==> src/logic/wdt_pkg.sv <==
// Constants shared by the windowed watchdog timer design
package wdt_pkg;

   // ****************************************************
   // Register map and data values
   // ****************************************************
   localparam logic [15:0] SVC_ADDR      = 16'hff99; // Service register
   localparam logic [7:0]  SVC_KEY       = 8'hac;    // Clear key
   localparam logic [7:0]  SVC_READ_RUN  = 8'h9a;    // Read value, enabled
   localparam logic [7:0]  SVC_READ_OFF  = 8'h1a;    // Read value, disabled
   localparam logic [7:0]  RDATA_RESET   = 8'h00;    // Read data at reset
   localparam logic [7:0]  OPT_RESET     = 8'h00;    // Option copy at reset

   // ****************************************************
   // Option byte field positions
   // ****************************************************
   localparam int OPT_LOCK_BIT = 0;   // Oscillator lock
   localparam int OPT_OVF_LSB  = 1;   // Overflow select, bits 3..1
   localparam int OPT_RUN_BIT  = 4;   // Run enable
   localparam int OPT_WIN_LSB  = 5;   // Window select, bits 6..5
   localparam int OVF_SEL_W    = 3;
   localparam int WIN_SEL_W    = 2;

   // ****************************************************
   // Counter geometry
   // ****************************************************
   localparam int          CNT_W       = 17;          // Up to 2^17 ticks
   localparam int          PER_W       = 18;          // Holds 2^17
   localparam logic [PER_W-1:0] PERIOD_BASE = 18'h00400; // 2^10 ticks
   localparam logic [PER_W-1:0] PERIOD_ONE  = 18'h00001;
   localparam logic [CNT_W-1:0] CNT_ZERO    = 17'h00000;
   localparam logic [CNT_W-1:0] CNT_ONE     = 17'h00001;

   // Window codes: open quarter count is code plus one
   localparam logic [1:0] WIN_25  = 2'h0;
   localparam logic [1:0] WIN_50  = 2'h1;
   localparam logic [1:0] WIN_75  = 2'h2;

   // ****************************************************
   // Access checking
   // ****************************************************
   localparam logic [15:0] EXEMPT_BASE = 16'hfb00; // Data access exempt

   // Operating states of the watchdog
   typedef enum logic [1:0] {
      ST_LOAD,    // Capturing option byte after reset
      ST_OFF,     // Run enable clear, block idle
      ST_RUN,     // Counting and checking
      ST_FIRED    // Internal reset requested
   } wdt_state_e;

endpackage : wdt_pkg

==> src/logic/windowed_watchdog_timer.sv <==
// Windowed watchdog timer clocked by the low-speed oscillator
//
// Chosen here: the strobed register port and the register addresses.
`timescale 1ns/1ps

module windowed_watchdog_timer
   import wdt_pkg::*;
(
   input  wire logic        clk_sys,           // System clock, 10 MHz
   input  wire logic        rst_b,             // Sync reset, active low
   input  wire logic [7:0]  opt_byte,          // Boot option byte
   input  wire logic        lowspeed_clk,      // Low-speed oscillator
   input  wire logic [15:0] addr,              // Register address
   input  wire logic [7:0]  wdata,             // Register write data
   input  wire logic        wr,                // Write strobe
   input  wire logic        rd,                // Read strobe
   input  wire logic        bit_op,            // Write is a 1-bit op
   output logic      [7:0]  rdata,             // Read data, cycle after rd
   input  wire logic        fetch_vld,         // Instruction fetch strobe
   input  wire logic [15:0] fetch_addr,        // Fetch address
   input  wire logic        data_vld,          // Data read/write strobe
   input  wire logic [15:0] data_addr,         // Data address
   input  wire logic [15:0] code_limit,        // From memory-size regs
   input  wire logic [15:0] ram_start,         // From memory-size regs
   input  wire logic        halt_mode,         // CPU in HALT
   input  wire logic        stop_mode,         // CPU in STOP
   input  wire logic        lowspeed_osc_stop, // Slow oscillator stop bit
   output logic             internal_reset,    // Reset request, held
   output logic             watchdog_reset_flag, // Reset cause flag
   output logic             window_open,       // Window state
   output logic             counting           // Counter advancing
);

   // ****************************************************
   // Declarations
   // ****************************************************
   wdt_state_e               state_r;
   wdt_state_e               state_nxt;
   logic [7:0]               opt_r;
   logic                     ls_s1_r;
   logic                     ls_s2_r;
   logic                     ls_s3_r;
   logic                     ls_filt_r;
   logic                     tick;
   logic [CNT_W-1:0]         cnt_r;
   logic                     first_done_r;
   logic                     err_pend_r;
   logic                     run_opt;
   logic                     lock_opt;
   logic [OVF_SEL_W-1:0]     ovf_sel;
   logic [WIN_SEL_W-1:0]     win_sel;
   logic [PER_W-1:0]         period;
   logic [PER_W-1:0]         period_last;
   logic [PER_W-1:0]         quarter;
   logic [PER_W-1:0]         close_lim;
   logic                     win_open;
   logic                     frozen;
   logic                     advance;
   logic                     svc_wr;
   logic                     key_bad;
   logic                     closed_wr;
   logic                     svc_err;
   logic                     svc_clear;
   logic                     at_last;
   logic                     overflow;
   logic                     fetch_bad;
   logic                     data_bad;
   logic                     access_err;
   logic                     fire;

   // ****************************************************
   // Option capture
   // ****************************************************
   // The option byte is a strap: it is latched in the first cycle after
   // reset release, never under reset itself
   always_ff @(posedge clk_sys) begin
      if (!rst_b) begin
         opt_r <= OPT_RESET;
      end else if (state_r == ST_LOAD) begin
         opt_r <= opt_byte;
      end
   end

   assign run_opt  = opt_r[OPT_RUN_BIT];
   assign lock_opt = opt_r[OPT_LOCK_BIT];
   assign ovf_sel  = opt_r[OPT_OVF_LSB +: OVF_SEL_W];
   assign win_sel  = opt_r[OPT_WIN_LSB +: WIN_SEL_W];

   // ****************************************************
   // Low-speed clock sampling
   // ****************************************************
   // Three stages; the level only changes once stages two and three agree,
   // which also rejects a single-cycle glitch on the oscillator pin
   always_ff @(posedge clk_sys) begin
      if (!rst_b) begin
         ls_s1_r   <= 1'b0;
         ls_s2_r   <= 1'b0;
         ls_s3_r   <= 1'b0;
         ls_filt_r <= 1'b0;
      end else begin
         ls_s1_r <= lowspeed_clk;
         ls_s2_r <= ls_s1_r;
         ls_s3_r <= ls_s2_r;
         if (ls_s2_r == ls_s3_r) begin
            ls_filt_r <= ls_s3_r;
         end
      end
   end

   // One tick per rising edge of the filtered slow clock
   assign tick = (ls_s2_r == ls_s3_r) && ls_s3_r && !ls_filt_r;

   // ****************************************************
   // Period and window limits
   // ****************************************************
   // Period is 2^(10+code) slow ticks
   assign period      = PERIOD_BASE << ovf_sel;
   assign period_last = period - PERIOD_ONE;
   assign quarter     = period >> 2;

   // Closed span is the complement of the open fraction
   always_comb begin
      case (win_sel)
         WIN_25:  close_lim = quarter + (quarter << 1);
         WIN_50:  close_lim = quarter << 1;
         WIN_75:  close_lim = quarter;
         default: close_lim = '0;
      endcase
   end

   assign win_open = ({1'b0, cnt_r} >= close_lim);
   assign at_last  = ({1'b0, cnt_r} == period_last);

   // ****************************************************
   // Low-power freeze
   // ****************************************************
   // With the lock clear, HALT, STOP and oscillator stop all freeze the
   // count; flash self-programming has no input here and cannot stop it
   assign frozen  = !lock_opt
                    && (halt_mode || stop_mode || lowspeed_osc_stop);
   assign advance = (state_r == ST_RUN) && !frozen && tick;

   // ****************************************************
   // Service register decode
   // ****************************************************
   assign svc_wr    = wr && (addr == SVC_ADDR) && (state_r == ST_RUN);
   assign key_bad   = bit_op || (wdata != SVC_KEY);
   // The first write after reset is accepted anywhere before overflow
   assign closed_wr = first_done_r && !win_open;
   assign svc_err   = svc_wr && (key_bad || closed_wr);
   assign svc_clear = svc_wr && !key_bad && !closed_wr;

   // A clear in the same cycle as the terminal tick wins over overflow
   assign overflow  = advance && at_last && !svc_clear;

   // ****************************************************
   // Illegal access detection
   // ****************************************************
   assign fetch_bad = fetch_vld && (fetch_addr >= code_limit)
                      && (fetch_addr < ram_start);
   assign data_bad  = data_vld && (data_addr >= code_limit)
                      && (data_addr < ram_start)
                      && (data_addr < EXEMPT_BASE);
   assign access_err = (state_r == ST_RUN) && (fetch_bad || data_bad);

   // Service errors found while the slow clock is frozen are held until
   // it runs again; access errors and overflow act at once
   assign fire = (state_r == ST_RUN)
                 && (overflow || access_err
                     || (!frozen && (svc_err || err_pend_r)));

   // ****************************************************
   // State machine
   // ****************************************************
   always_comb begin
      state_nxt = state_r;
      case (state_r)
         ST_LOAD: begin
            // Counting begins without any software action
            if (opt_byte[OPT_RUN_BIT]) begin
               state_nxt = ST_RUN;
            end else begin
               state_nxt = ST_OFF;
            end
         end
         ST_OFF: begin
            state_nxt = ST_OFF;
         end
         ST_RUN: begin
            if (fire) begin
               state_nxt = ST_FIRED;
            end
         end
         ST_FIRED: begin
            state_nxt = ST_FIRED;                            // Wait reset
         end
         default: begin
            state_nxt = ST_LOAD;
         end
      endcase
   end

   always_ff @(posedge clk_sys) begin
      if (!rst_b) begin
         state_r <= ST_LOAD;
      end else begin
         state_r <= state_nxt;
      end
   end

   // ****************************************************
   // Counter
   // ****************************************************
   // The clear acts on the system clock while the tick phase is kept,
   // so the next period may be short by up to one slow tick
   always_ff @(posedge clk_sys) begin
      if (!rst_b) begin
         cnt_r <= CNT_ZERO;
      end else if (svc_clear) begin
         cnt_r <= CNT_ZERO;
      end else if (advance && !at_last) begin
         cnt_r <= cnt_r + CNT_ONE;
      end
   end

   // First service write seen after reset
   always_ff @(posedge clk_sys) begin
      if (!rst_b) begin
         first_done_r <= 1'b0;
      end else if (svc_wr) begin
         first_done_r <= 1'b1;
      end
   end

   // Service error parked while frozen
   always_ff @(posedge clk_sys) begin
      if (!rst_b) begin
         err_pend_r <= 1'b0;
      end else if (svc_err && frozen) begin
         err_pend_r <= 1'b1;
      end
   end

   // ****************************************************
   // Outputs
   // ****************************************************
   // Reset request and cause flag hold until the system reset clears us
   always_ff @(posedge clk_sys) begin
      if (!rst_b) begin
         internal_reset      <= 1'b0;
         watchdog_reset_flag <= 1'b0;
      end else if (fire) begin
         internal_reset      <= 1'b1;
         watchdog_reset_flag <= 1'b1;
      end
   end

   // Status outputs for observation
   always_ff @(posedge clk_sys) begin
      if (!rst_b) begin
         window_open <= 1'b0;
         counting    <= 1'b0;
      end else begin
         window_open <= (state_r == ST_RUN) && win_open;
         counting    <= (state_r == ST_RUN) && !frozen;
      end
   end

   // Read port: the key never reads back; unmapped addresses read zero
   always_ff @(posedge clk_sys) begin
      if (!rst_b) begin
         rdata <= RDATA_RESET;
      end else if (rd && (addr == SVC_ADDR)) begin
         rdata <= run_opt ? SVC_READ_RUN : SVC_READ_OFF;
      end else begin
         rdata <= RDATA_RESET;
      end
   end

   // ****************************************************
   // Assertions
   // ****************************************************
   a_off_quiet: assert property (
      @(posedge clk_sys) disable iff (!rst_b)
      (state_r == ST_OFF) |-> !internal_reset && !counting)
      else $error("Disabled watchdog requested a reset");

   a_auto_start: assert property (
      @(posedge clk_sys) disable iff (!rst_b)
      (state_r == ST_LOAD) && opt_byte[OPT_RUN_BIT] |=> state_r == ST_RUN)
      else $error("Enabled watchdog did not start");

   a_key_clears: assert property (
      @(posedge clk_sys) disable iff (!rst_b)
      svc_wr && !bit_op && wdata == SVC_KEY && win_open
      && !access_err && !err_pend_r
      |=> cnt_r == CNT_ZERO && !internal_reset)
      else $error("Key write in open window did not clear");

   a_first_write: assert property (
      @(posedge clk_sys) disable iff (!rst_b)
      svc_wr && !first_done_r && !bit_op && wdata == SVC_KEY
      && !access_err |=> cnt_r == CNT_ZERO && !internal_reset)
      else $error("First key write did not clear");

   a_closed_write: assert property (
      @(posedge clk_sys) disable iff (!rst_b)
      svc_wr && first_done_r && !win_open && !frozen
      |=> internal_reset && watchdog_reset_flag)
      else $error("Closed window write missed reset");

   a_overflow_rst: assert property (
      @(posedge clk_sys) disable iff (!rst_b)
      advance && at_last && !svc_wr |=> internal_reset)
      else $error("Overflow did not raise reset");

   a_bad_key: assert property (
      @(posedge clk_sys) disable iff (!rst_b)
      svc_wr && wdata != SVC_KEY |=> internal_reset || err_pend_r)
      else $error("Wrong key did not raise reset");

   a_bit_op: assert property (
      @(posedge clk_sys) disable iff (!rst_b)
      svc_wr && bit_op |=> internal_reset || err_pend_r)
      else $error("Bit operation did not raise reset");

   // A parked service error must act as soon as the freeze lifts
   a_parked_fire: assert property (
      @(posedge clk_sys) disable iff (!rst_b)
      state_r == ST_RUN && err_pend_r && !frozen |=> internal_reset)
      else $error("Parked service error did not fire");

   a_fetch_check: assert property (
      @(posedge clk_sys) disable iff (!rst_b)
      state_r == ST_RUN && fetch_bad |=> internal_reset)
      else $error("Illegal fetch did not raise reset");

   a_exempt_data: assert property (
      @(posedge clk_sys) disable iff (!rst_b)
      state_r == ST_RUN && data_vld && data_addr >= EXEMPT_BASE
      && !fetch_vld && !wr && !advance && !err_pend_r
      |=> !internal_reset || $past(internal_reset))
      else $error("Exempt access raised reset");

   a_freeze_hold: assert property (
      @(posedge clk_sys) disable iff (!rst_b)
      frozen && !svc_wr |=> $stable(cnt_r))
      else $error("Counter moved while frozen");

   a_read_value: assert property (
      @(posedge clk_sys) disable iff (!rst_b)
      rd && addr == SVC_ADDR
      |=> rdata == (run_opt ? SVC_READ_RUN : SVC_READ_OFF))
      else $error("Service register read value wrong");

endmodule : windowed_watchdog_timer

==> config.mk <==
export PLATFORM = sky130hd
export DESIGN_NAME = windowed_watchdog_timer
export DESIGN_NICKNAME = d
export VERILOG_FILES = /design/src/logic/wdt_pkg.sv /design/src/logic/windowed_watchdog_timer.sv
export SDC_FILE = /design/constraint.sdc
export NUM_CORES = 1
export LEC_CHECK = 0
export BUFFER_PORTS_ARGS = -buffer_cell sky130_fd_sc_hd__buf_2
export CORE_ASPECT_RATIO = 1.2
export CORE_MARGIN = 2
export CORE_UTILIZATION = 54
export CTS_BUF_LIST = sky130_fd_sc_hd__clkbuf_8
export DETAILED_ROUTE_END_ITERATION = 6
export HOLD_SLACK_MARGIN = 0.15
export PLACE_DENSITY_LB_ADDON = 0.05
export SLEW_MARGIN = 15
export SYNTH_ARGS = -nofsm -noshare
export SYNTH_HDL_FRONTEND = slang
export SYNTH_SLANG_ARGS = --single-unit
==> constraint.sdc <==
create_clock -name clk_sys -period 4.04 [get_ports clk_sys]
set_input_delay 0.202 -clock clk_sys [delete_from_list [all_inputs] [get_ports clk_sys]]
set_output_delay 0.202 -clock clk_sys [all_outputs]
set_load 0.02 [all_outputs]
* Yosys cells after proc, flatten, opt, wreduce, memory -nomap -nowiden
Index checks and enable logic that the tools add are counted.
** Word-level totals
- Word-level logic and storage cells :: 84
- Bits in registers :: 43
- Output and inout bits :: 12
** Operators by class
- Equal/unequal tests :: 10
- Bitwise logic cells :: 1
- Add/sub/neg operators :: 3
- Shifts and indexed selects :: 1
- Magnitude comparators :: 6
- Reduce and logical (&&, ||, !) cells :: 45
- Multiplexer cells :: 5
** Operator list (count)
- 18-bit case mux with 3 select lines :: 1
- 16-bit greater-or-equal comparator :: 2
- 16-bit < comparator :: 2
- 1-bit logical AND :: 25
- 16-bit by 17-bit adder with 18-bit output :: 1
- 17-bit by 18-bit equality test with 1-bit output :: 1
- 17-bit by 18-bit greater-or-equal comparator with 1-bit output :: 1
- 11-bit by 3-bit left shift with 18-bit output (first input constant) :: 1
- 18-bit by 1-bit subtractor with 18-bit output (second input constant) :: 1
- 17-bit by 1-bit adder with 17-bit output (second input constant) :: 1
- 16-bit equality test (second input constant) :: 1
- 16-bit < comparator (second input constant) :: 1
- 1-bit zero test :: 8
- 1-bit logical OR :: 8
- 8-bit two-way mux :: 1
- 8-bit != test (second input constant) :: 1
- 2-bit case mux with 4 select lines :: 1
- 2-bit equality test (second input constant) :: 3
- 2-bit by 1-bit equality test with 1-bit output (second input constant) :: 2
- 2-bit zero test :: 2
- 2-bit two-way mux :: 2
- 2-bit != test (second input constant) :: 1
- 2-bit AND reduction :: 1
- 2-bit OR reduction :: 1
- 2 further kinds :: 2

* Longest topological paths before layout
Gate-level depths: netlist (run 1).
- Word-level depth :: 15
- Gate-level depth with buffers :: 16
- Depth with buffers taken out :: 15

* Least setup slack after synthesis (run 1)
OpenSTA, ideal clock, no wires.
- Path kind :: reg2reg
- Start point :: register opt_r[3]
- End point :: register cnt_r[10]
- Required time :: 3.923 ns
- Path buffers :: 3
- Stages on the path, launching flop included :: 17
- Slack :: 0.845 ns
- Clock period less this slack :: 3.195 ns
- Data arrival time :: 3.077 ns
- Cells stage by stage :: dfxtp_1 > buf_2 > buf_4 > nand2_1 > nor2_1 > inv_1 > ha_1 > mux2_2 > o21ai_0 > ha_1 > nand4_1 > a211oi_1 > o21ai_0 > a21o_1 > o31ai_2 > buf_2 > nor2_1
** Between the ends
- Word-level cells in the longest chain between the ends :: 9
** Ends and longest elaborated chain
- from (decl) :: RTL line windowed_watchdog_timer.sv:39 : logic [7:0] opt_r;
- from (signal assigned) :: RTL line windowed_watchdog_timer.sv:80 : opt_r <= opt_byte;
- 11-bit by 3-bit left shift with 18-bit output * :: RTL line windowed_watchdog_timer.sv:117 : assign period = PERIOD_BASE << ovf_sel;
- 16-bit by 17-bit adder with 18-bit output :: RTL line windowed_watchdog_timer.sv:124 : WIN_25: close_lim = quarter + (quarter << 1);
- 18-bit case mux with 3 select lines :: RTL line windowed_watchdog_timer.sv:123 : case (win_sel)
- 17-bit by 18-bit greater-or-equal comparator with 1-bit output :: RTL line windowed_watchdog_timer.sv:131 : assign win_open = ({1'b0, cnt_r} >= close_lim);
- 1-bit zero test :: RTL line windowed_watchdog_timer.sv:149 : assign closed_wr = first_done_r && !win_open;
- 1-bit logical AND :: RTL line windowed_watchdog_timer.sv:149
- 1-bit zero test :: RTL line windowed_watchdog_timer.sv:151 : assign svc_clear = svc_wr && !key_bad && !closed_wr;
- 1-bit logical AND :: RTL line windowed_watchdog_timer.sv:151
- 2-bit OR reduction (no line)
- to (signal assigned) :: RTL line windowed_watchdog_timer.sv:222 : cnt_r <= cnt_r + CNT_ONE;
- to (decl) :: RTL line windowed_watchdog_timer.sv:45 : logic [CNT_W-1:0] cnt_r;
Every way passes the cells marked *; elsewhere a longest branch is shown, timed or not.
A chain may end at the register's enable or synchronous reset.

* Worst setup path in the final report (run 1)
- Start point :: register opt_r[2]
- End point :: register watchdog_reset_flag
** Between the ends
- Word-level cells in the longest chain between the ends :: 13
** Ends and longest elaborated chain
- 11-bit by 3-bit left shift with 18-bit output * :: RTL line windowed_watchdog_timer.sv:117
- 16-bit by 17-bit adder with 18-bit output :: RTL line windowed_watchdog_timer.sv:124
- 18-bit case mux with 3 select lines :: RTL line windowed_watchdog_timer.sv:123
- 17-bit by 18-bit greater-or-equal comparator with 1-bit output :: RTL line windowed_watchdog_timer.sv:131
- 1-bit zero test :: RTL line windowed_watchdog_timer.sv:149
- 1-bit logical AND :: RTL line windowed_watchdog_timer.sv:149
- 1-bit zero test :: RTL line windowed_watchdog_timer.sv:151
- 1-bit logical AND :: RTL line windowed_watchdog_timer.sv:151
- 1-bit zero test :: RTL line windowed_watchdog_timer.sv:154 : assign overflow = advance && at_last && !svc_clear;
- 1-bit logical AND :: RTL line windowed_watchdog_timer.sv:154
- 1-bit logical OR :: RTL line windowed_watchdog_timer.sv:169 : && (overflow || access_err
- 1-bit logical OR * :: RTL line windowed_watchdog_timer.sv:170 : || (!frozen && (svc_err || err_pend_r)));
- 1-bit logical AND * :: RTL line windowed_watchdog_timer.sv:169
- to (signal assigned) :: RTL line windowed_watchdog_timer.sv:251 : watchdog_reset_flag <= 1'b0;
- to (signal assigned) :: RTL line windowed_watchdog_timer.sv:254 : watchdog_reset_flag <= 1'b1;
- to (decl) :: RTL line windowed_watchdog_timer.sv:29 : output logic watchdog_reset_flag,
Marked as above.

==> flow_summary_export.csv, run 1 <==
group,metric,value,unit
worst_setup_path,cp.arrival,3.67,ns
yosys,synthXorXnorAreaFrac,0.0407,
worst_setup_path,startpoint_type,"flop",
routing,drtIter0Drc,124,
die,die_y,96.8,um
worst_setup_path,path_cells,"nand2_1 -> nor2_1 -> inv_1 -> ha_1 -> mux2_2 -> o21ai_0 -> ha_1 -> nand4_1 -> a211oi_1 -> o21ai_0 -> a21o_1 -> a221o_1 -> a211oi_2 -> o21ai_1",
final_layout,diodes,0,
yosys,synth_compound_area_frac,0.173,
routing,viasPerCell,5.50,
routing,dr_total_vias,3715,
placed_design,portBuffers,113,
power,p_per_area,222,nW/um^2
global_routing,grt_pass1_vias,3627,
clocking,hold_buffers,1,
clocking,cts_tree,"yes",
power,pwr-share-comb,0.281,
clocking,clkTransAtPathRegs,0.07,ns
global_routing,grt_antenna_before_repair,0,
yosys,ys_seq_elements,37,
routing,wl_met2,4610,um
power,ir_worst_vdd,0.173,mV
clocking,cts_root_buffer,"clkbuf_8",
worst_setup_path,cp-end-kind,"flop",
power,p_int,711,uW
worst_setup_path,cpPeakStageDelay,0.58,ns
run_status,status,"complete, no violations",
routing,wirelength_met1,3920,um
routing,antenna_left,0,
timing,layout_min_cycle_time,3.50,ns
yosys,muxShareOfSynthArea,0.00549,
worst_setup_path,cp.required,4.21,ns
yosys,yosysWarnings,0,
routing,remaining_drc_errors,0,
yosys,yosys.area_share.simple,0.248,
placed_design,dp.cells,666,
yosys,syn_area,3880,um^2
power,p_clk_frac,0.330,
worst_setup_path,critical_path.max_fanout,12,
yosys,postSynthAreaPerCell,8.04,um^2
die,fp-row-count,33,
routing,maxUsedRoutingLayer,"met4",
timing,finalSetupViolations,0,
yosys,ys_async_sr_fraction,0,
yosys,synth_top_family_by_area,"adder cells",
routing,drt-pass1-iter-count,4,
clocking,post_cts_buffers,0,
global_routing,globalRouteOverflowTotal,0,
timing,maxSlewViolCount,0,
yosys,synth_fa_ha_area_frac,0.258,
routing,routedWlPerCell,13.2,um
yosys,synth_ff_type,"dfxtp_1",
die,die_w,81.3,um
yosys,ys_types,60,
worst_setup_path,crit_type,"flop to flop",
final_layout,drive_gt1_frac,0.240,
clocking,cts_buffer_depth,2,
die,die_area,7870,um^2
power,power.leakage,2.16,nW
power,power.switching,302,uW
yosys,seq_area_frac_synth,0.191,
timing,slew_headroom,0.463,
timing,fin_crit_sh,0.866,
clocking,cts_buffers,5,
final_layout,stdcell_count,675,
routing,wl,8920,um
timing,rsz0062_at_grt,"no",
timing,worstMarginPinSlew,0.805,ns
timing,fin_setup_tns,0,ns
flow_run,cap_violations,0,
final_layout,finalNetCount,773,
placed_design,hpwlAfterDp,7550,um
timing,fmax,0.286,GHz
yosys,syn_inst,482,
final_layout,area_growth_syn_to_layout,17.6,%
power,netSwitchingFraction,0.298,
final_layout,fin_util,0.661,
final_layout,nFillCells,646,
clocking,clock_sinks,37,
die,io_pins,119,
timing,fin_skew,0.00376,ns
placed_design,gp_congestion,0.824,
global_routing,grt_usage,0.236,
yosys,synth_edf_count,0,
die,start_util,0.562,
power,p_seq_frac,0.388,
worst_hold_path,hp-class,"input pin to flop",
die,core_area,6900,um^2
worst_setup_path,crit_path_top_delay_cell,"dfxtp_1",
timing,hold-worst-slack,0.157,ns
clocking,cts_max_level,2,
global_routing,grt_pass1_wl,15300,um
clocking,insertion_delay,0.29,ns
global_routing,grt_max_degree,20,
routing,route.met3.wl,291,um
timing,hold_viol,0,
clocking,postCtsResizedCells,0,
logic make-up (layout without fill, tap and decap cells):
group / count (synthesis) / in the layout
simple gates: 175 / 175
other cells: 1 / 5
mux: 2 / 2
flops: 37 / 37
compound gates: 101 / 101
fa+ha+maj: 80 / 80
xor+xnor: 18 / 18
buf+inv: 68 / 170
per-stage QoR:
stage | area, um^2 | power, mW | worst slack, ns
floorplan | 3890 | 0.584 | 0.845
global placement | 4430 | 0.673 | 0.695
detailed placement | 4430 | 0.686 | 0.610
CTS | 4560 | 1.02 | 0.535
global route | 4560 | 1.08 | 0.314
finish | 4560 | 1.01 | 0.542
cells in the final DEF (no fill, tap or decap), drive strengths merged, types with 2 or more instances in the layout:
master	count
buf	115
ha	79
inv	46
nand2	42
nor2	39
dfxtp	37
o21ai	31
a21oi	26
xnor2	18
nand4	15
nor4	15
nor2b	11
nand3	8
a211oi	8
nand2b	7
a21boi	7
and3	6
and2	6
clkbuf	6
nor3	6
a21o	5
conb	5
or3	4
nor3b	4
o21a	4
a221oi	3
o31ai	3
or2	2
nand4bb	2
o211ai	2
nor4b	2
nand4b	2
and4	2
o2111ai	2
a2111oi	2
area by class of cell:
cell class	count	area, um^2	area share
Clock inverter	2	37.5	0.00823
Inverter	46	173	0.0379
Tap cell	87	109	0.0239
Timing Repair Buffer	116	591	0.130
Clock buffer	6	82.6	0.0181
Multi-Input combinational cell	381	2830	0.620
Sequential cell	37	741	0.162
synthesized netlist by cell type (all sizes together) (2+ instances only):
cell     instances  area share
a211oi           8       0.017
nor3             6       0.010
nand2           42       0.041
nand4b           2      0.0045
nand4           15       0.024
and2             6      0.0097
nand2b           7       0.011
o21ai           31       0.040
or3              4      0.0065
a21boi           7       0.014
ha              79        0.26
and3             6      0.0097
inv             46       0.045
xnor2           18       0.041
nor4b            2      0.0045
o31ai            3      0.0071
a221oi           3      0.0068
o211ai           2      0.0039
nor3b            4      0.0077
nor2b           11       0.020
a2111oi          2      0.0061
or2              2      0.0032
nand4bb          2      0.0058
buf             16       0.033
nor2            39       0.038
nand3            8       0.010
o21a             4      0.0077
dfxtp           37        0.19
clkbuf           6      0.0058
a21oi           26       0.034
o2111ai          2      0.0061
and4             2      0.0045
nor4            15       0.032
a21o             5      0.0097
metal layers:
layer | GRT usage | up-vias
li1 | - | 1915
met1 | 0.285 | 1719
met2 | 0.431 | 72
met3 | 0.0289 | 9
met4 | 0.0561 | 0
met5 | 0 | -
power groups by stage:
stage	combinational, mW	sequential, mW	clock (mW)
after floorplan	0.196	0.388	0
after global placement	0.272	0.401	0
after detailed placement	0.284	0.402	0
after CTS	0.287	0.393	0.342
after global routing	0.329	0.396	0.357
final	0.285	0.394	0.335
final timing paths:
check              start                   to  slack (ns)  cells past startpoint
min          opt_byte[0]             opt_r[0]        0.16                      3
max             opt_r[2]  watchdog_reset_flag        0.54                     14
min reg2reg      ls_s1_r              ls_s2_r        0.44                      1
max reg2reg     opt_r[2]  watchdog_reset_flag        0.54                     14
flip-flops by register name, indices dropped and copies added (netlist names):
signal and cells:
ls_s3_r 1, ls_s1_r 1, opt_r 7, first_done_r 1, ls_s2_r 1, watchdog_reset_flag 1, err_pend_r 1, state_r 2
cnt_r 17, counting 1, rdata 2, ls_filt_r 1, window_open 1
critical path: cells and delay by family (launching register included):
kind / cells / cell delay [ns]
AO/OA/AOI/OAI: 7 / 1.63
flip-flops: 1 / 0.58
buffers and inverters: 1 / 0.09
adder cells (fa/ha/maj): 2 / 0.46
AND/OR/NAND/NOR: 3 / 0.39
multiplexers: 1 / 0.25
No activity file was read; power rests on OpenSTA's default activity.
==> inputs of run 2 (changes only) <==
--- a/config.mk
+++ b/config.mk
@@ -12,7 +12,7 @@
 export CTS_BUF_LIST = sky130_fd_sc_hd__clkbuf_8
 export DETAILED_ROUTE_END_ITERATION = 6
 export HOLD_SLACK_MARGIN = 0.15
-export PLACE_DENSITY_LB_ADDON = 0.05
+export PLACE_DENSITY = 0.81
 export SLEW_MARGIN = 15
 export SYNTH_ARGS = -nofsm -noshare
 export SYNTH_HDL_FRONTEND = slang
==> flow_summary_export.csv, run 2 (same netlist as run 1, synthesis figures left out) <==
group,metric,value,unit
run_status,status,"complete, no violations",
routing,routedWlPerCell,13.8,um
flow_run,cap_violations,0,
clocking,hold_buffers,2,
worst_setup_path,startpoint_type,"flop",
global_routing,grt_pass1_wl,15700,um
global_routing,globalRouteOverflowTotal,0,
global_routing,grt_usage,0.241,
final_layout,diodes,0,
final_layout,final_common_cell,"buf_2",
timing,maxSlewViolCount,0,
worst_setup_path,crit_type,"flop to flop",
clocking,cts_max_level,2,
timing,fmax,0.285,GHz
global_routing,grt_max_degree,20,
clocking,cts_tree,"yes",
final_layout,drive_gt1_frac,0.238,
timing,hold_viol,0,
power,p_per_area,220,nW/um^2
clocking,clkTransAtPathRegs,0.08,ns
final_layout,multi_input_area,2830,um^2
placed_design,dp.cells,666,
die,core_area,6900,um^2
routing,antenna_left,0,
worst_hold_path,holdPathStages,2,
final_layout,fin_util,0.661,
routing,wl,9310,um
global_routing,grt_antenna_before_repair,0,
timing,finalSetupViolations,0,
placed_design,hpwlAfterDp,7760,um
timing,fin_crit_sh,0.870,
die,io_pins,119,
final_layout,nFillCells,592,
final_layout,stdcell_count,676,
worst_setup_path,ff2ff_path_depth,15,
final_layout,top_register,"cnt_r",
worst_setup_path,cp.required,4.22,ns
timing,rsz0062_at_grt,"no",
worst_setup_path,cp.arrival,3.69,ns
routing,drtIter0Drc,120,
clocking,cts_buffers,5,
die,die_w,81.3,um
clocking,post_cts_buffers,0,
timing,layout_min_cycle_time,3.51,ns
timing,worstMarginPinSlew,0.785,ns
routing,viasPerCell,5.59,
final_layout,largest_reg_flops,17,
placed_design,gp_congestion,0.878,
clocking,cts_root_buffer,"clkbuf_8",
routing,remaining_drc_errors,0,
routing,dr_total_vias,3781,
clocking,insertion_delay,0.29,ns
die,start_util,0.562,
clocking,clock_sinks,37,
worst_setup_path,critical_path.max_fanout,14,
die,die_y,96.8,um
placed_design,portBuffers,113,
worst_setup_path,cp-end-kind,"flop",
routing,drt-pass1-iter-count,4,
timing,fin_skew,0.00717,ns
worst_hold_path,hp-class,"input pin to flop",
final_layout,area_growth_syn_to_layout,17.7,%
die,die_area,7870,um^2
die,fp-row-count,33,
clocking,cts_buffer_depth,2,
power,power.leakage,2.17,nW
timing,fin_setup_tns,0,ns
final_layout,regArea,741,um^2
clocking,postCtsResizedCells,0,
final_layout,layout_common_cells,"113 x buf_2, 79 x ha_1, 47 x inv_1",
final_layout,finalNetCount,774,
timing,slew_headroom,0.477,
power,ir_worst_vdd,0.189,mV
global_routing,grt_pass1_vias,3711,
final_layout,reg_top3,"cnt_r x17, opt_r x7",
power,power,1.01,mW
-- run 2: area by class of cell --
type | instances | area share
multi-input cells | 381 | 0.620
inverters | 46 | 0.0379
repair buffers | 117 | 0.132
well taps | 87 | 0.0239
clock inverters | 3 | 0.00933
flip-flops and latches | 37 | 0.162
clock buffers | 5 | 0.0151
-- run 2: path summary, 6_finish.rpt --
check / endpoint / slack [ns] / from
worst min-delay path: rdata[4] / 0.16 / rd
worst min register to register: ls_s2_r / 0.44 / ls_s1_r
worst max-delay path: state_r[0] / 0.53 / opt_r[3]
worst max register to register: state_r[0] / 0.53 / opt_r[3]
-- run 2: layer usage --
layer | vias up | GRT usage | wire length [um]
li1 | 1923 | - | -
met1 | 1724 | 0.267 | 3830
met2 | 115 | 0.448 | 4820
met3 | 19 | 0.0308 | 445
met4 | 0 | 0.0952 | 216
met5 | - | 0 | 0
-- run 2: critical path, stage by stage, from the launching register on --
cell	delay, ns
dfxtp_1	0.60
nor2b_1	0.28
nand2_1	0.17
inv_1	0.10
ha_1	0.14
nand2b_1	0.08
xnor2_1	0.13
or3_1	0.31
ha_1	0.30
nor2_1	0.04
a211oi_1	0.22
nand4b_1	0.12
a21o_1	0.21
a221o_1	0.33
a211oi_2	0.26
a21oi_1	0.09
-- run 2: power by group --
| part | internal, mW | total (mW) | switching [mW] | leakage [nW] |
|---|---|---|---|---|
| clock network | 0.183 | 0.318 | 0.135 | 0.0595 |
| logic | 0.138 | 0.291 | 0.153 | 1.81 |
| registers | 0.375 | 0.396 | 0.0213 | 0.301 |
-- run 2: stage by stage --
stage | area (um^2) | worst slack, ns | hold WS (ns)
floorplan | 3890 | 0.845 | 0.329
CTS | 4560 | 0.536 | 0.156
global placement | 4430 | 0.638 | 0.412
detailed placement | 4430 | 0.542 | 0.416
global route | 4560 | 0.273 | 0.155
finish | 4560 | 0.525 | 0.158
==> inputs of run 3 (changes only) <==
--- a/config.mk
+++ b/config.mk
@@ -8,11 +8,11 @@
 export BUFFER_PORTS_ARGS = -buffer_cell sky130_fd_sc_hd__buf_2
 export CORE_ASPECT_RATIO = 1.2
 export CORE_MARGIN = 2
-export CORE_UTILIZATION = 54
+export CORE_UTILIZATION = 49
 export CTS_BUF_LIST = sky130_fd_sc_hd__clkbuf_8
 export DETAILED_ROUTE_END_ITERATION = 6
 export HOLD_SLACK_MARGIN = 0.15
-export PLACE_DENSITY = 0.81
+export PLACE_DENSITY = 0.78
 export SLEW_MARGIN = 15
 export SYNTH_ARGS = -nofsm -noshare
 export SYNTH_HDL_FRONTEND = slang
==> constraint.sdc (replaced) <==
create_clock -name clk_sys -period 3.08 [get_ports clk_sys]
set_input_delay 0.154 -clock clk_sys [delete_from_list [all_inputs] [get_ports clk_sys]]
set_output_delay 0.154 -clock clk_sys [all_outputs]
set_load 0.02 [all_outputs]
==> flow_summary_export.csv, run 3 (same netlist as run 1, synthesis figures left out) <==
group,metric,value,unit
worst_setup_path,cpPeakStageDelay,0.38,ns
clocking,cts_root_buffer,"clkbuf_8",
run_status,status,"complete, no violations",
power,power.leakage,2.31,nW
placed_design,dp.cells,686,
final_layout,stdcell_count,707,
worst_setup_path,critical_path.max_fanout,4,
placed_design,portBuffers,113,
timing,setup_ws,0.0110,ns
global_routing,grt_max_degree,20,
global_routing,globalRouteOverflowTotal,0,
worst_setup_path,cp.arrival,3.25,ns
placed_design,gp_congestion,0.942,
timing,fin_crit_sh,0.996,
clocking,clock_sinks,37,
power,ir_worst_vdd,0.220,mV
clocking,insertion_delay,0.29,ns
routing,drt-pass1-iter-count,4,
worst_setup_path,startpoint_type,"flop",
final_layout,design_area,4880,um^2
timing,fin_skew,0.00569,ns
die,die_w,85.2,um
timing,worstMarginPinSlew,0.694,ns
clocking,cts_buffer_depth,2,
timing,fin_setup_tns,0,ns
die,io_pins,119,
worst_setup_path,cp-end-kind,"flop",
final_layout,fin_util,0.636,
global_routing,grt_usage,0.232,
global_routing,grt_antenna_before_repair,0,
clocking,clkTransAtPathRegs,0.08,ns
routing,viasPerCell,5.57,
final_layout,area_growth_syn_to_layout,25.8,%
global_routing,grt_pass1_wl,16600,um
routing,remaining_drc_errors,0,
die,die_area,8640,um^2
timing,hold_viol,0,
clocking,cts_max_level,2,
final_layout,reg_top3,"cnt_r x17, opt_r x7",
die,start_util,0.506,
timing,hold-worst-slack,0.248,ns
final_layout,top_register,"cnt_r",
power,p_per_area,267,nW/um^2
timing,layout_min_cycle_time,3.07,ns
final_layout,final_common_cell,"buf_2",
final_layout,diodes,0,
worst_setup_path,path_cells,"nor2b_4 -> nand2_2 -> inv_1 -> ha_4 -> nand2b_4 -> xnor2_1 -> or3_1 -> ha_1 -> nor2_1 -> a211oi_1 -> nand4b_1 -> a21o_1 -> a221o_1 -> a211oi_2 -> a21oi_1",
final_layout,drive_gt1_frac,0.281,
worst_setup_path,cp.required,3.26,ns
timing,finalSetupViolations,0,
routing,dr_total_vias,3940,
global_routing,grt_pass1_vias,4002,
worst_setup_path,crit_type,"flop to flop",
clocking,cts_buffers,5,
die,core_area,7660,um^2
placed_design,place_ws,-0.152,ns
routing,wl,9950,um
placed_design,hpwlAfterDp,8230,um
worst_setup_path,crit_path_top_delay_cell,"dfxtp_4",
timing,maxSlewViolCount,0,
placed_design,place_area,4570,um^2
routing,routedWlPerCell,14.1,um
clocking,cts_tree,"yes",
power,power,1.30,mW
die,die_y,101,um
final_layout,largest_reg_flops,17,
timing,fmax,0.326,GHz
timing,slew_headroom,0.536,
routing,antenna_left,0,
final_layout,layout_common_cells,"113 x buf_2, 77 x ha_1, 46 x inv_1",
final_layout,finalNetCount,800,
routing,drtIter0Drc,153,
flow_run,cap_violations,0,
die,fp-row-count,35,
timing,rsz0062_at_grt,"yes",
worst_hold_path,hp-class,"input pin to flop",
-- run 3: cell count changes in the layout (fill, tap and decap cells not counted), moves of 2 or more --
| cell | previous run | this run |
|---|---|---|
| buf_4 | 2 | 17 |
| dlygate4sd3_1 | 2 | 9 |
| buf_6 | 0 | 3 |
| dfxtp_1 | 37 | 34 |
| dfxtp_4 | 0 | 3 |
| a211oi_1 | 7 | 5 |
| a211oi_2 | 1 | 3 |
| ha_1 | 79 | 77 |
| ha_4 | 0 | 2 |
| nand2_1 | 42 | 40 |
-- run 3: per-layer routing --
metal	track usage	up-vias	routed length, um
met1	0.241	1785	3950
li1	-	1972	-
met3	0.0277	33	478
met5	0	-	0
met4	0.107	0	369
met2	0.456	150	5150
-- run 3: area by class of cell --
type                    instances  area [um^2]
flip-flops and latches         37          752
fillers                       665         2790
repair buffers                143          837
clock inverters                 3         21.3
well taps                      92          115
multi-input cells             381         2910
clock buffers                   5         68.8
inverters                      46          173
-- run 3: critical path: cells and delay by family, from the launching register on --
kind	cells	cell delay, ns
buffers and inverters	1	0.10
adders and majority gates	2	0.45
AOI/OAI and AO/OA	5	1.07
DFF	1	0.38
xor gates and xnor gates	1	0.13
and+or+nand+nor	6	0.80
-- run 3: final timing paths --
path	slack (ns)	endpoint	from	depth (start not counted)
max reg2reg	0.01	state_r[0]	opt_r[3]	15
min reg2reg	0.44	ls_s2_r	ls_s1_r	1
max	0.01	state_r[0]	opt_r[3]	15
min	0.25	state_r[1]	rst_b	2
-- run 3: what timing repair did --
item / 4_1_cts / 5_1_grt
hold buffers: 9 / 0
endpoints found under the setup margin: 19 / 19
setup buffers: 0 / 4
endpoints found under the hold margin: 10 / 0
resized for setup: 7 / 16
pin swaps: 3 / 8
-- run 3: power by group --
part / internal [mW] / switching [mW]
clock network: 0.160 / 0.186
logic: 0.216 / 0.222
registers: 0.492 / 0.0239
